==> src/flash_host_pkg.sv <==
package flash_host_pkg;

  // ----------------------------------------------------------------
  // Host register map
  // ----------------------------------------------------------------
  localparam logic [3:0] REG_CMD      = 4'h0;
  localparam logic [3:0] REG_ADDR     = 4'h1;
  localparam logic [3:0] REG_WDATA    = 4'h2;
  localparam logic [3:0] REG_STATUS   = 4'h3;
  localparam logic [3:0] REG_RDATA    = 4'h4;
  localparam logic [3:0] REG_POLL_MAX = 4'h5;

  // ----------------------------------------------------------------
  // Command codes written to REG_CMD
  // ----------------------------------------------------------------
  localparam logic [2:0] OP_READ       = 3'h1;
  localparam logic [2:0] OP_WRITE      = 3'h2;
  localparam logic [2:0] OP_RESET_CMD  = 3'h3;
  localparam logic [2:0] OP_READ_ID    = 3'h4;
  localparam logic [2:0] OP_CHIP_ERASE = 3'h5;
  localparam logic [2:0] OP_SECT_ERASE = 3'h6;
  localparam logic [2:0] OP_HARD_CLEAR = 3'h7;

  // ----------------------------------------------------------------
  // Status register bit positions
  // ----------------------------------------------------------------
  localparam int ST_BUSY    = 0;
  localparam int ST_DONE    = 1;
  localparam int ST_FAIL    = 2;
  localparam int ST_RDY_PIN = 3;
  localparam int ST_POLL_TO = 4;

  // ----------------------------------------------------------------
  // Device command bytes and unlock addresses (word mode)
  // ----------------------------------------------------------------
  localparam logic [15:0] CMD_RESET      = 16'h00f0;
  localparam logic [15:0] CMD_UNLOCK1    = 16'h00aa;
  localparam logic [15:0] CMD_UNLOCK2    = 16'h0055;
  localparam logic [15:0] CMD_READ_ID    = 16'h0090;
  localparam logic [15:0] CMD_ERASE_SET  = 16'h0080;
  localparam logic [15:0] CMD_CHIP_ERASE = 16'h0010;
  localparam logic [15:0] CMD_SECT_ERASE = 16'h0030;
  localparam logic [18:0] ADDR_UNLOCK1   = 19'h00555;
  localparam logic [18:0] ADDR_UNLOCK2   = 19'h002aa;
  localparam logic [18:0] ADDR_MFR_ID    = 19'h00000;
  localparam logic [18:0] ADDR_DEV_ID    = 19'h00001;

  // Status bit positions on the low data byte.
  localparam int POLL_BIT    = 7;
  localparam int TOGGLE_BIT  = 6;
  localparam int TIMEOUT_BIT = 5;

  // ----------------------------------------------------------------
  // Timing, 20 MHz system clock
  // ----------------------------------------------------------------
  localparam int CLK_NS              = 50;
  localparam int ACCESS_NS           = 90;
  localparam int WRITE_PULSE_NS      = 50;
  localparam int MIN_CLEAR_PULSE_NS  = 500;
  localparam int CLEAR_TO_READ_NS    = 50;
  localparam int ACCESS_CYC     = (ACCESS_NS + CLK_NS - 1) / CLK_NS;
  localparam int WRITE_CYC      = (WRITE_PULSE_NS + CLK_NS - 1) / CLK_NS;
  localparam int CLEAR_CYC      = (MIN_CLEAR_PULSE_NS + CLK_NS - 1) / CLK_NS;
  localparam int RELEASE_CYC    = (CLEAR_TO_READ_NS + CLK_NS - 1) / CLK_NS;
  localparam logic [15:0] POLL_MAX_RESET = 16'hffff;

endpackage : flash_host_pkg

==> src/cycle_timer.sv <==
`timescale 1ns/1ps
`default_nettype none

module cycle_timer #(
  parameter int W = 8
) (
  // Clock and reset
  input  wire logic         sys_clk_i,
  input  wire logic         rst_n_i,
  // Control
  input  wire logic         load_i,
  input  wire logic [W-1:0] count_i,
  output logic              done_o
);

  logic [W-1:0] count;

  always_ff @(posedge sys_clk_i) begin
    if (!rst_n_i) begin
      count <= '0;
    end else if (load_i) begin
      count <= count_i;
    end else if (count != '0) begin
      count <= count - 1'b1;
    end
  end

  assign done_o = (count == '0) && !load_i;

endmodule // cycle_timer
`default_nettype wire

==> src/flash_host.sv <==
// The address map and the strobed register port were decided locally.
`timescale 1ns/1ps
`default_nettype none

// How it works
// - Reads drive chip select and output enable low, write enable high.
// - Command writes drive write enable and chip select low, output enable high.
// - Host should restart operations cut short by a hardware clear; it only sets done and leaves the reissue to software.
// - Host waits the release delay after clear before reading.
// - Erase is six writes: unlock, unlock, setup, unlock, unlock, erase byte.
// - Unlock and setup cycles use the fixed low word addresses.
module flash_host
  import flash_host_pkg::*;
#(
  parameter int ADDR_W = 19,
  parameter int DATA_W = 16
) (
  // Clock and reset
  input  wire logic              sys_clk_i,
  input  wire logic              rst_n_i,
  // Register port
  input  wire logic [3:0]        reg_addr_i,
  input  wire logic [31:0]       reg_wdata_i,
  input  wire logic              reg_wr_i,
  input  wire logic              reg_rd_i,
  output logic      [31:0]       reg_rdata_o,
  // Flash pins
  output logic                   chip_select_n_o,
  output logic                   output_enable_n_o,
  output logic                   write_enable_n_o,
  output logic                   hard_clear_n_o,
  output logic      [ADDR_W-1:0] flash_addr_o,
  input  wire logic [DATA_W-1:0] flash_data_i,
  output logic      [DATA_W-1:0] flash_data_o,
  output logic                   flash_data_oe_n_o,
  input  wire logic              ready_busy_n_i
);
  import flash_host_pkg::*;

  typedef enum logic [2:0] {
    S_IDLE   = 3'b000,
    S_WRITE  = 3'b001,
    S_GAP    = 3'b011,
    S_READ   = 3'b010,
    S_CLEAR  = 3'b110,
    S_REL    = 3'b111,
    S_POLL   = 3'b101
  } state_e;

  state_e            state;
  logic [2:0]        op;
  logic [2:0]        step;
  logic [ADDR_W-1:0] user_addr;
  logic [DATA_W-1:0] user_data;
  logic [DATA_W-1:0] rdata;
  logic [DATA_W-1:0] prev_poll;
  logic              prev_valid;
  logic              busy;
  logic              done;
  logic              fail;
  logic              poll_to;
  logic [15:0]       poll_max;
  logic [15:0]       poll_cnt;
  logic [31:0]       rd_word;
  logic              tmr_load;
  logic [7:0]        tmr_count;
  logic              tmr_done;

  // ----------------------------------------------------------------
  // Register decode
  // ----------------------------------------------------------------
  wire cmd_wr   = reg_wr_i && (reg_addr_i == REG_CMD) && !busy;
  wire [2:0] new_op = reg_wdata_i[2:0];
  wire op_valid = (new_op != 3'h0);
  wire [31:0] status_word = {27'h0, poll_to, ready_busy_n_i, fail, done, busy};

  always_comb begin
    unique case (reg_addr_i)
      REG_ADDR:     rd_word = 32'(user_addr);
      REG_WDATA:    rd_word = 32'(user_data);
      REG_STATUS:   rd_word = status_word;
      REG_RDATA:    rd_word = 32'(rdata);
      REG_POLL_MAX: rd_word = {16'h0, poll_max};
      default:      rd_word = 32'h0;
    endcase
  end

  always_ff @(posedge sys_clk_i) begin
    if (!rst_n_i) begin
      reg_rdata_o <= 32'h0;
      user_addr   <= '0;
      user_data   <= '0;
      poll_max    <= POLL_MAX_RESET;
    end else begin
      reg_rdata_o <= reg_rd_i ? rd_word : 32'h0;
      if (reg_wr_i && reg_addr_i == REG_ADDR) user_addr <= reg_wdata_i[ADDR_W-1:0];
      if (reg_wr_i && reg_addr_i == REG_WDATA) user_data <= reg_wdata_i[DATA_W-1:0];
      if (reg_wr_i && reg_addr_i == REG_POLL_MAX) poll_max <= reg_wdata_i[15:0];
    end
  end

  // ----------------------------------------------------------------
  // Sequence tables
  // ----------------------------------------------------------------
  // Erase and identifier sequences are built from the unlock pair; the
  // last cycle of sector erase carries the user's sector address.
  logic [ADDR_W-1:0] seq_addr;
  logic [DATA_W-1:0] seq_data;
  always_comb begin
    seq_addr = ADDR_UNLOCK1;
    seq_data = CMD_UNLOCK1;
    unique case (step)
      3'd0, 3'd3: begin
        seq_addr = ADDR_UNLOCK1;
        seq_data = CMD_UNLOCK1;
      end
      3'd1, 3'd4: begin
        seq_addr = ADDR_UNLOCK2;
        seq_data = CMD_UNLOCK2;
      end
      3'd2: begin
        seq_addr = ADDR_UNLOCK1;
        seq_data = (op == OP_READ_ID) ? CMD_READ_ID : CMD_ERASE_SET;
      end
      default: begin
        seq_addr = (op == OP_SECT_ERASE) ? user_addr : ADDR_UNLOCK1;
        seq_data = (op == OP_SECT_ERASE) ? CMD_SECT_ERASE : CMD_CHIP_ERASE;
      end
    endcase
    if (op == OP_WRITE) begin
      seq_addr = user_addr;
      seq_data = user_data;
    end else if (op == OP_RESET_CMD) begin
      seq_addr = user_addr;
      seq_data = CMD_RESET;
    end
  end

  logic [2:0] op_last;
  assign op_last = (op == OP_READ_ID) ? 3'd2 :
                   (op == OP_CHIP_ERASE || op == OP_SECT_ERASE) ? 3'd5 : 3'd0;
  wire is_erase  = (op == OP_CHIP_ERASE) || (op == OP_SECT_ERASE);
  wire id_read   = (op == OP_READ_ID);

  // ----------------------------------------------------------------
  // Pulse timer
  // ----------------------------------------------------------------
  cycle_timer #(.W(8)) u_timer (
    .sys_clk_i (sys_clk_i),
    .rst_n_i   (rst_n_i),
    .load_i    (tmr_load),
    .count_i   (tmr_count),
    .done_o    (tmr_done)
  );

  // Toggle stop is judged between two consecutive status reads.
  wire toggle_same = prev_valid &&
                     (prev_poll[TOGGLE_BIT] == flash_data_i[TOGGLE_BIT]);
  wire poll_ok  = flash_data_i[POLL_BIT] || toggle_same;
  wire poll_bad = flash_data_i[TIMEOUT_BIT] && !toggle_same;

  // ----------------------------------------------------------------
  // Bus sequencer
  // ----------------------------------------------------------------
  always_ff @(posedge sys_clk_i) begin
    if (!rst_n_i) begin
      state             <= S_IDLE;
      op                <= 3'h0;
      step              <= 3'h0;
      busy              <= 1'b0;
      done              <= 1'b0;
      fail              <= 1'b0;
      poll_to           <= 1'b0;
      rdata             <= '0;
      prev_poll         <= '0;
      prev_valid        <= 1'b0;
      poll_cnt          <= 16'h0;
      chip_select_n_o   <= 1'b1;
      output_enable_n_o <= 1'b1;
      write_enable_n_o  <= 1'b1;
      hard_clear_n_o    <= 1'b1;
      flash_addr_o      <= '0;
      flash_data_o      <= '0;
      flash_data_oe_n_o <= 1'b1;
      tmr_load          <= 1'b0;
      tmr_count         <= 8'h0;
    end else begin
      tmr_load <= 1'b0;
      // Data stay driven one cycle past each write pulse, so the latch edge sees them settled.
      if (state != S_WRITE) flash_data_oe_n_o <= 1'b1;
      unique case (state)
        S_IDLE: begin
          if (cmd_wr && op_valid) begin
            op      <= new_op;
            step    <= 3'h0;
            busy    <= 1'b1;
            done    <= 1'b0;
            fail    <= 1'b0;
            poll_to <= 1'b0;
            tmr_load <= 1'b1;
            if (new_op == OP_READ) begin
              // Direct read: the device is in read-array mode.
              state             <= S_READ;
              flash_addr_o      <= user_addr;
              chip_select_n_o   <= 1'b0;
              output_enable_n_o <= 1'b0;
              tmr_count         <= 8'(ACCESS_CYC);
            end else if (new_op == OP_HARD_CLEAR) begin
              state          <= S_CLEAR;
              hard_clear_n_o <= 1'b0;
              tmr_count      <= 8'(CLEAR_CYC);
            end else begin
              state <= S_GAP;
              tmr_count <= 8'h1;
            end
          end
        end
        S_GAP: begin
          // Three idle cycles precede each write; address and data are driven on the same edge as write enable.
          if (tmr_done && op == OP_READ) begin
            // After the identifier unlock the first read is the maker code.
            state             <= S_READ;
            flash_addr_o      <= ADDR_MFR_ID;
            chip_select_n_o   <= 1'b0;
            output_enable_n_o <= 1'b0;
            tmr_load          <= 1'b1;
            tmr_count         <= 8'(ACCESS_CYC);
          end else if (tmr_done) begin
            state             <= S_WRITE;
            flash_addr_o      <= seq_addr;
            flash_data_o      <= seq_data;
            flash_data_oe_n_o <= 1'b0;
            chip_select_n_o   <= 1'b0;
            write_enable_n_o  <= 1'b0;
            output_enable_n_o <= 1'b1;
            tmr_load          <= 1'b1;
            tmr_count         <= 8'(WRITE_CYC);
          end
        end
        S_WRITE: begin
          if (tmr_done) begin
            // Raising both strobes together ends the write pulse.
            write_enable_n_o  <= 1'b1;
            chip_select_n_o   <= 1'b1;
            tmr_load          <= 1'b1;
            tmr_count         <= 8'h1;
            if (step == op_last) begin
              if (is_erase) begin
                state      <= S_POLL;
                prev_valid <= 1'b0;
                poll_cnt   <= 16'h0;
              end else if (id_read) begin
                // Address moves only after the hold cycle of the last write.
                state        <= S_GAP;
                op           <= OP_READ;
              end else begin
                state <= S_IDLE;
                busy  <= 1'b0;
                done  <= 1'b1;
              end
            end else begin
              step  <= step + 3'h1;
              state <= S_GAP;
            end
          end
        end
        S_READ: begin
          if (tmr_done) begin
            rdata             <= flash_data_i;
            chip_select_n_o   <= 1'b1;
            output_enable_n_o <= 1'b1;
            state             <= S_IDLE;
            busy              <= 1'b0;
            done              <= 1'b1;
          end
        end
        S_CLEAR: begin
          if (tmr_done) begin
            hard_clear_n_o <= 1'b1;
            state          <= S_REL;
            tmr_load       <= 1'b1;
            tmr_count      <= 8'(RELEASE_CYC);
          end
        end
        S_REL: begin
          // Wait out the release delay and any busy recovery.
          if (tmr_done && ready_busy_n_i) begin
            // Done tells software that a cut operation may be issued again.
            state <= S_IDLE;
            busy  <= 1'b0;
            done  <= 1'b1;
          end
        end
        S_POLL: begin
          if (output_enable_n_o) begin
            if (tmr_done) begin
              chip_select_n_o   <= 1'b0;
              output_enable_n_o <= 1'b0;
              tmr_load          <= 1'b1;
              tmr_count         <= 8'(ACCESS_CYC);
            end
          end else if (tmr_done) begin
            chip_select_n_o   <= 1'b1;
            output_enable_n_o <= 1'b1;
            prev_poll         <= flash_data_i;
            prev_valid        <= 1'b1;
            rdata             <= flash_data_i;
            poll_cnt          <= poll_cnt + 16'h1;
            tmr_load          <= 1'b1;
            tmr_count         <= 8'h1;
            if (poll_ok) begin
              state <= S_IDLE;
              busy  <= 1'b0;
              done  <= 1'b1;
            end else if (poll_bad || poll_cnt == poll_max) begin
              // A failed erase leaves the device needing a reset command; a poll timeout leaves it still busy.
              state   <= S_IDLE;
              busy    <= 1'b0;
              fail    <= 1'b1;
              poll_to <= (poll_cnt == poll_max);
            end
          end
        end
        default: state <= S_IDLE;
      endcase
    end
  end

  // ----------------------------------------------------------------
  // Checks
  // ----------------------------------------------------------------
  a_read_strobes: assert property (@(posedge sys_clk_i) disable iff (!rst_n_i)
    !output_enable_n_o |-> write_enable_n_o && !chip_select_n_o)
    else $error("Read with write enable low.");
  a_write_strobes: assert property (@(posedge sys_clk_i) disable iff (!rst_n_i)
    !write_enable_n_o |-> output_enable_n_o && !chip_select_n_o && !flash_data_oe_n_o)
    else $error("Write with output enable low.");
  a_clear_width: assert property (@(posedge sys_clk_i) disable iff (!rst_n_i)
    $fell(hard_clear_n_o) |-> !hard_clear_n_o [*8])
    else $error("Clear pulse too short.");
  a_release_wait: assert property (@(posedge sys_clk_i) disable iff (!rst_n_i)
    $rose(hard_clear_n_o) |-> output_enable_n_o [*2])
    else $error("Read too soon after clear.");
  a_unlock_first: assert property (@(posedge sys_clk_i) disable iff (!rst_n_i)
    $fell(write_enable_n_o) && step == 3'd0 && is_erase |->
      flash_addr_o == ADDR_UNLOCK1 && flash_data_o == CMD_UNLOCK1)
    else $error("Erase does not open with unlock.");
  a_erase_last: assert property (@(posedge sys_clk_i) disable iff (!rst_n_i)
    $fell(write_enable_n_o) && step == 3'd5 && op == OP_SECT_ERASE |->
      flash_data_o == CMD_SECT_ERASE && flash_addr_o == user_addr)
    else $error("Sector erase byte wrong.");
  a_no_contend: assert property (@(posedge sys_clk_i) disable iff (!rst_n_i)
    !flash_data_oe_n_o |-> output_enable_n_o)
    else $error("Bus contention on data pins.");
  a_busy_done: assert property (@(posedge sys_clk_i) disable iff (!rst_n_i)
    $fell(busy) |-> done || fail)
    else $error("Busy dropped without result.");

endmodule // flash_host
`default_nettype wire

==> config.mk <==
export PLATFORM = sky130hd
export DESIGN_NAME = flash_host
export DESIGN_NICKNAME = d
export VERILOG_FILES = /design/src/flash_host_pkg.sv /design/src/cycle_timer.sv /design/src/flash_host.sv
export SDC_FILE = /design/constraint.sdc
export NUM_CORES = 1
export LEC_CHECK = 0
export BUFFER_PORTS_ARGS = -buffer_cell sky130_fd_sc_hd__buf_2
export CORE_MARGIN = 2
export CORE_UTILIZATION = 40
export DETAILED_ROUTE_END_ITERATION = 8
export PLACE_DENSITY = 0.56
export SLEW_MARGIN = 15
export SYNTH_ARGS = -nofsm -noshare
export SYNTH_HDL_FRONTEND = slang
export SYNTH_SLANG_ARGS = --single-unit
==> constraint.sdc <==
create_clock -name sys_clk_i -period 2.6 [get_ports sys_clk_i]
set_input_delay 0.13 -clock sys_clk_i [delete_from_list [all_inputs] [get_ports sys_clk_i]]
set_output_delay 0.13 -clock sys_clk_i [all_outputs]
set_load 0.02 [all_outputs]
==> summary.txt <==
Run status
  – Status: finished, final reports clean

Routing
  – Via count: 7335
  – Wirelength per Cell: 17.7 um
  – 1st-pass router iterations: 5
  – Via density: 5.34
  – Post-route ant nets: 0
  – # DRC: 0
  – WL final: 24300 um
  – DR iter-0 viols: 478

Worst setup path
  – R2R cell count: 8
  – Crit path launch: state[0]
  – CP max FO: 18
  – Arrival @ worst endpoint: 2.76 ns
  – Worst Setup EP: flash_addr_o[5]
  – CP Capture Type: register
  – Critical R2R Launch: state[0]
  – Crit Path Category: reg2reg
  – R2r setup slk: 0.21 ns
  – CP Launch Type: register
  – Worst r2r dst: flash_addr_o[5]
  – CP required: 2.96 ns

Global routing
  – Vias in the first global route: 6830
  – Aggregate global routing overflow: 0
  – Antenna violations before repair: 0
  – First-pass GRT wire length: 38400 um
  – Total Routing Usage GR: 22.8%
  – Largest net degree at the start of global routing: 63

Timing
  – Tcrit/Tclk final: 92.1%
  – Slew @ Worst Pin: 0.830 ns
  – RSZ-0062 raised after global routing: false
  – Min Tclk post-route: 2.39 ns
  – Relative slew slack: 43.9%
  – Final setup skew: 0.00924 ns
  – F_max: 418 MHz
  – Max Slew Vio Count: 0
  – Fin. Hold Viols: 0
  – Final setup fails: 0
  – Setup_tns: 0 ns

Synthesis
  – Multiplexer share of the synthesized area: 2.59%
  – Post-Synthesis Cells: 966
  – Async S/R FF share, synth: 0%
  – Number of synthesized flops with an enable pin: 0
  – Synthesized area: 8130 um^2
  – Synth cell types: 72
  – Top cell type's share of synthesized area: 42.9%
  – Yosys reg bits: 174
  – Simple-Gate Fraction of Synth Area: 23.8%
  – Main synth FF type: dfxtp_1
  – Synth Area per Inst: 8.41 um^2
  – Yosys top cell by area: dfxtp_1
  – Top-count cell post-synth: dfxtp_1
  – Post-synthesis compound-gate area fraction: 21.4%
  – Post-Synth XOR/XNOR Area: 2.69%
  – Seq/Total Area, Yosys: 42.9%
  – Adder-Cell Fraction of Synth Area: 1.85%
  – Ranking of synthesized cells by area: dfxtp_1 43%, nand2_1 8.0%, a21boi_0 5.0%
  – Synthesis Warnings: 0
  – Largest family of logic cells by synthesized area: simple AND/OR/NAND/NOR gates
  – Top post-synthesis cells by count: 174 x dfxtp_1, 173 x nand2_1, 54 x a21boi_0

Placement
  – Placer Congestion: 0.870
  – Dpl hpwl: 17500 um
  – IO buf count: 102
  – Placed Cells: 1313

Clock tree
  – Clk sinks: 174
  – Clk root buf: clkbuf_16
  – Reg clk slew, reported paths: 0.07 ns
  – CTS H-tree lvls: 4
  – CTS Buf Count: 17
  – Post-CTS Setup Inserts: 0
  – Clk Latency, worst-skew pair: 0.44 ns
  – Deepest clock path buffer count: 2
  – Clock tree from TritonCTS: built

Power
  – Pleak: 4.00 nW
  – Worst vdd ir: 0.351 mV
  – PD cells: 741 nW/um^2

Run
  – Max-cap violations: 0

Floorplan
  – Die span in x: 147 um
  – Die area: 21500 um^2
  – I/O pin total: 129
  – Row count: 52
  – Die Span Y: 147 um
  – Core area: 20100 um^2
  – Initial Util: 40.4%

Layout
  – Synth-to-Final Area Change: 21.6%
  – Post-Layout Cell Count: 1374
  – Nets: 1159
  – Ratio of cells with drive above 1 in the final layout: 17.8%
  – Fill count: 1947

Worst hold path
  – Worst Hold Class: in2reg
==> layer usage <==
layer	vias up	global-route usage, %	part of all wire [%]
met5	-	0	0
met4	0	8.11	2.4
li1	3638	-	-
met2	213	34.8	44
met1	3450	32.7	48
met3	34	3.62	5.2
==> stage by stage <==
| step | total power, mW | hold WS [ns] | utilization [%] | worst slack (ns) | area (um^2) |
|---|---|---|---|---|---|
| CTS | 7.33 | 0.00146 | 49.1 | 0.0363 | 9870 |
| global route | 7.69 | 0.0381 | 49.2 | 0.0408 | 9880 |
| floorplan | 4.14 | 0.254 | - | 0.206 | 8170 |
| detailed placement | 4.73 | 0.388 | 44.8 | 0.0596 | 9000 |
| finish | 7.33 | 0.0157 | 49.2 | 0.206 | 9880 |
| global placement | 4.72 | 0.383 | 44.8 | 0.144 | 9000 |
==> worst min path at each step <==
| stage | from | end | depth (start not counted) |
|---|---|---|---|
| after detailed placement | reg_wdata_i[7] | poll_max[7] | 3 |
| final | reg_wdata_i[10] | user_addr[10] | 3 |
| after global placement | flash_data_i[12] | rdata[12] | 3 |
| after floorplan | reg_wdata_i[10] | poll_max[10] | 2 |
| after CTS | reg_wdata_i[10] | user_addr[10] | 3 |
| after global routing | reg_wdata_i[10] | poll_max[10] | 3 |
==> cell type report <==
cell class / count / area [um^2] / share of cell area [%]
antenna: 1 / 2.50 / 0.0253
clock buffer: 19 / 443 / 4.48
clock inverter: 13 / 151 / 1.53
inverter: 11 / 41.3 / 0.418
multi-input combinational: 717 / 4330 / 43.8
sequential: 174 / 3480 / 35.2
tap: 270 / 338 / 3.42
timing repair buffer: 169 / 1100 / 11.1
==> cell usage in the layout, fill, tap and decap left out, drive strengths merged, types with 5 or more instances in the layout <==
master | synthesis | final
nand2b | 6 | 6
and2 | 14 | 14
nor4b | 7 | 7
and3 | 15 | 15
or3 | 7 | 7
inv | 11 | 17
a21boi | 57 | 57
o21ai | 39 | 39
a22oi | 43 | 43
nand4 | 5 | 5
dfxtp | 174 | 174
ha | 12 | 12
a221o | 7 | 7
nand2 | 173 | 173
xor2 | 22 | 22
a21oi | 49 | 49
o21a | 5 | 5
o211a | 5 | 5
conb | 1 | 13
nand3 | 41 | 41
nor4 | 6 | 6
buf | 23 | 141
nor2 | 47 | 47
mux2i | 21 | 21
nor2b | 44 | 44
clkinv | 0 | 6
dlygate4sd3 | 0 | 28
a31oi | 12 | 12
clkbuf | 53 | 19
nor3 | 15 | 15
==> flip-flops by register name, summed over array words and instances (netlist names), 16 cells and up <==
| name | cells |
|---|---|
| poll_max | 16 |
| user_data | 16 |
| flash_addr_o | 19 |
| flash_data_o | 16 |
| poll_cnt | 16 |
| user_addr | 19 |
| rdata | 16 |
| reg_rdata_o | 19 |
==> kinds of logic (layout without fill, tap and decap cells) <==
| logic type | after synthesis | count (layout) |
|---|---|---|
| other cells | 1 | 14 |
| flops | 174 | 174 |
| mux | 21 | 21 |
| buf+inv | 87 | 212 |
| xor+xnor | 25 | 25 |
| compound gates | 251 | 251 |
| simple gates | 395 | 395 |
| fa+ha+maj | 12 | 12 |
==> repair_timing <==
item | 4_1_cts | 5_1_grt
endpoints found under the hold margin | 48 | 0
hold buffers | 28 | 0
endpoints found under the setup margin | 0 | 41
resized for setup | 0 | 3
==> where the power goes <==
| part | total (mW) | internal (mW) | switching (mW) |
|---|---|---|---|
| registers | 2.96 | 2.81 | 0.150 |
| logic | 1.79 | 0.732 | 1.05 |
| clock network | 2.58 | 1.39 | 1.19 |
| total | 7.33 | 4.93 | 2.39 |
==> critical path, stage by stage (launching register included) <==
cell	delay, ns
dfxtp_1	0.34
buf_4	0.22
nor2b_1	0.32
and2_1	0.33
o21ai_0	0.19
buf_4	0.19
nor3_1	0.48
nor2_1	0.09
o21ai_0	0.15
No activity file was read; power rests on OpenSTA's default activity.
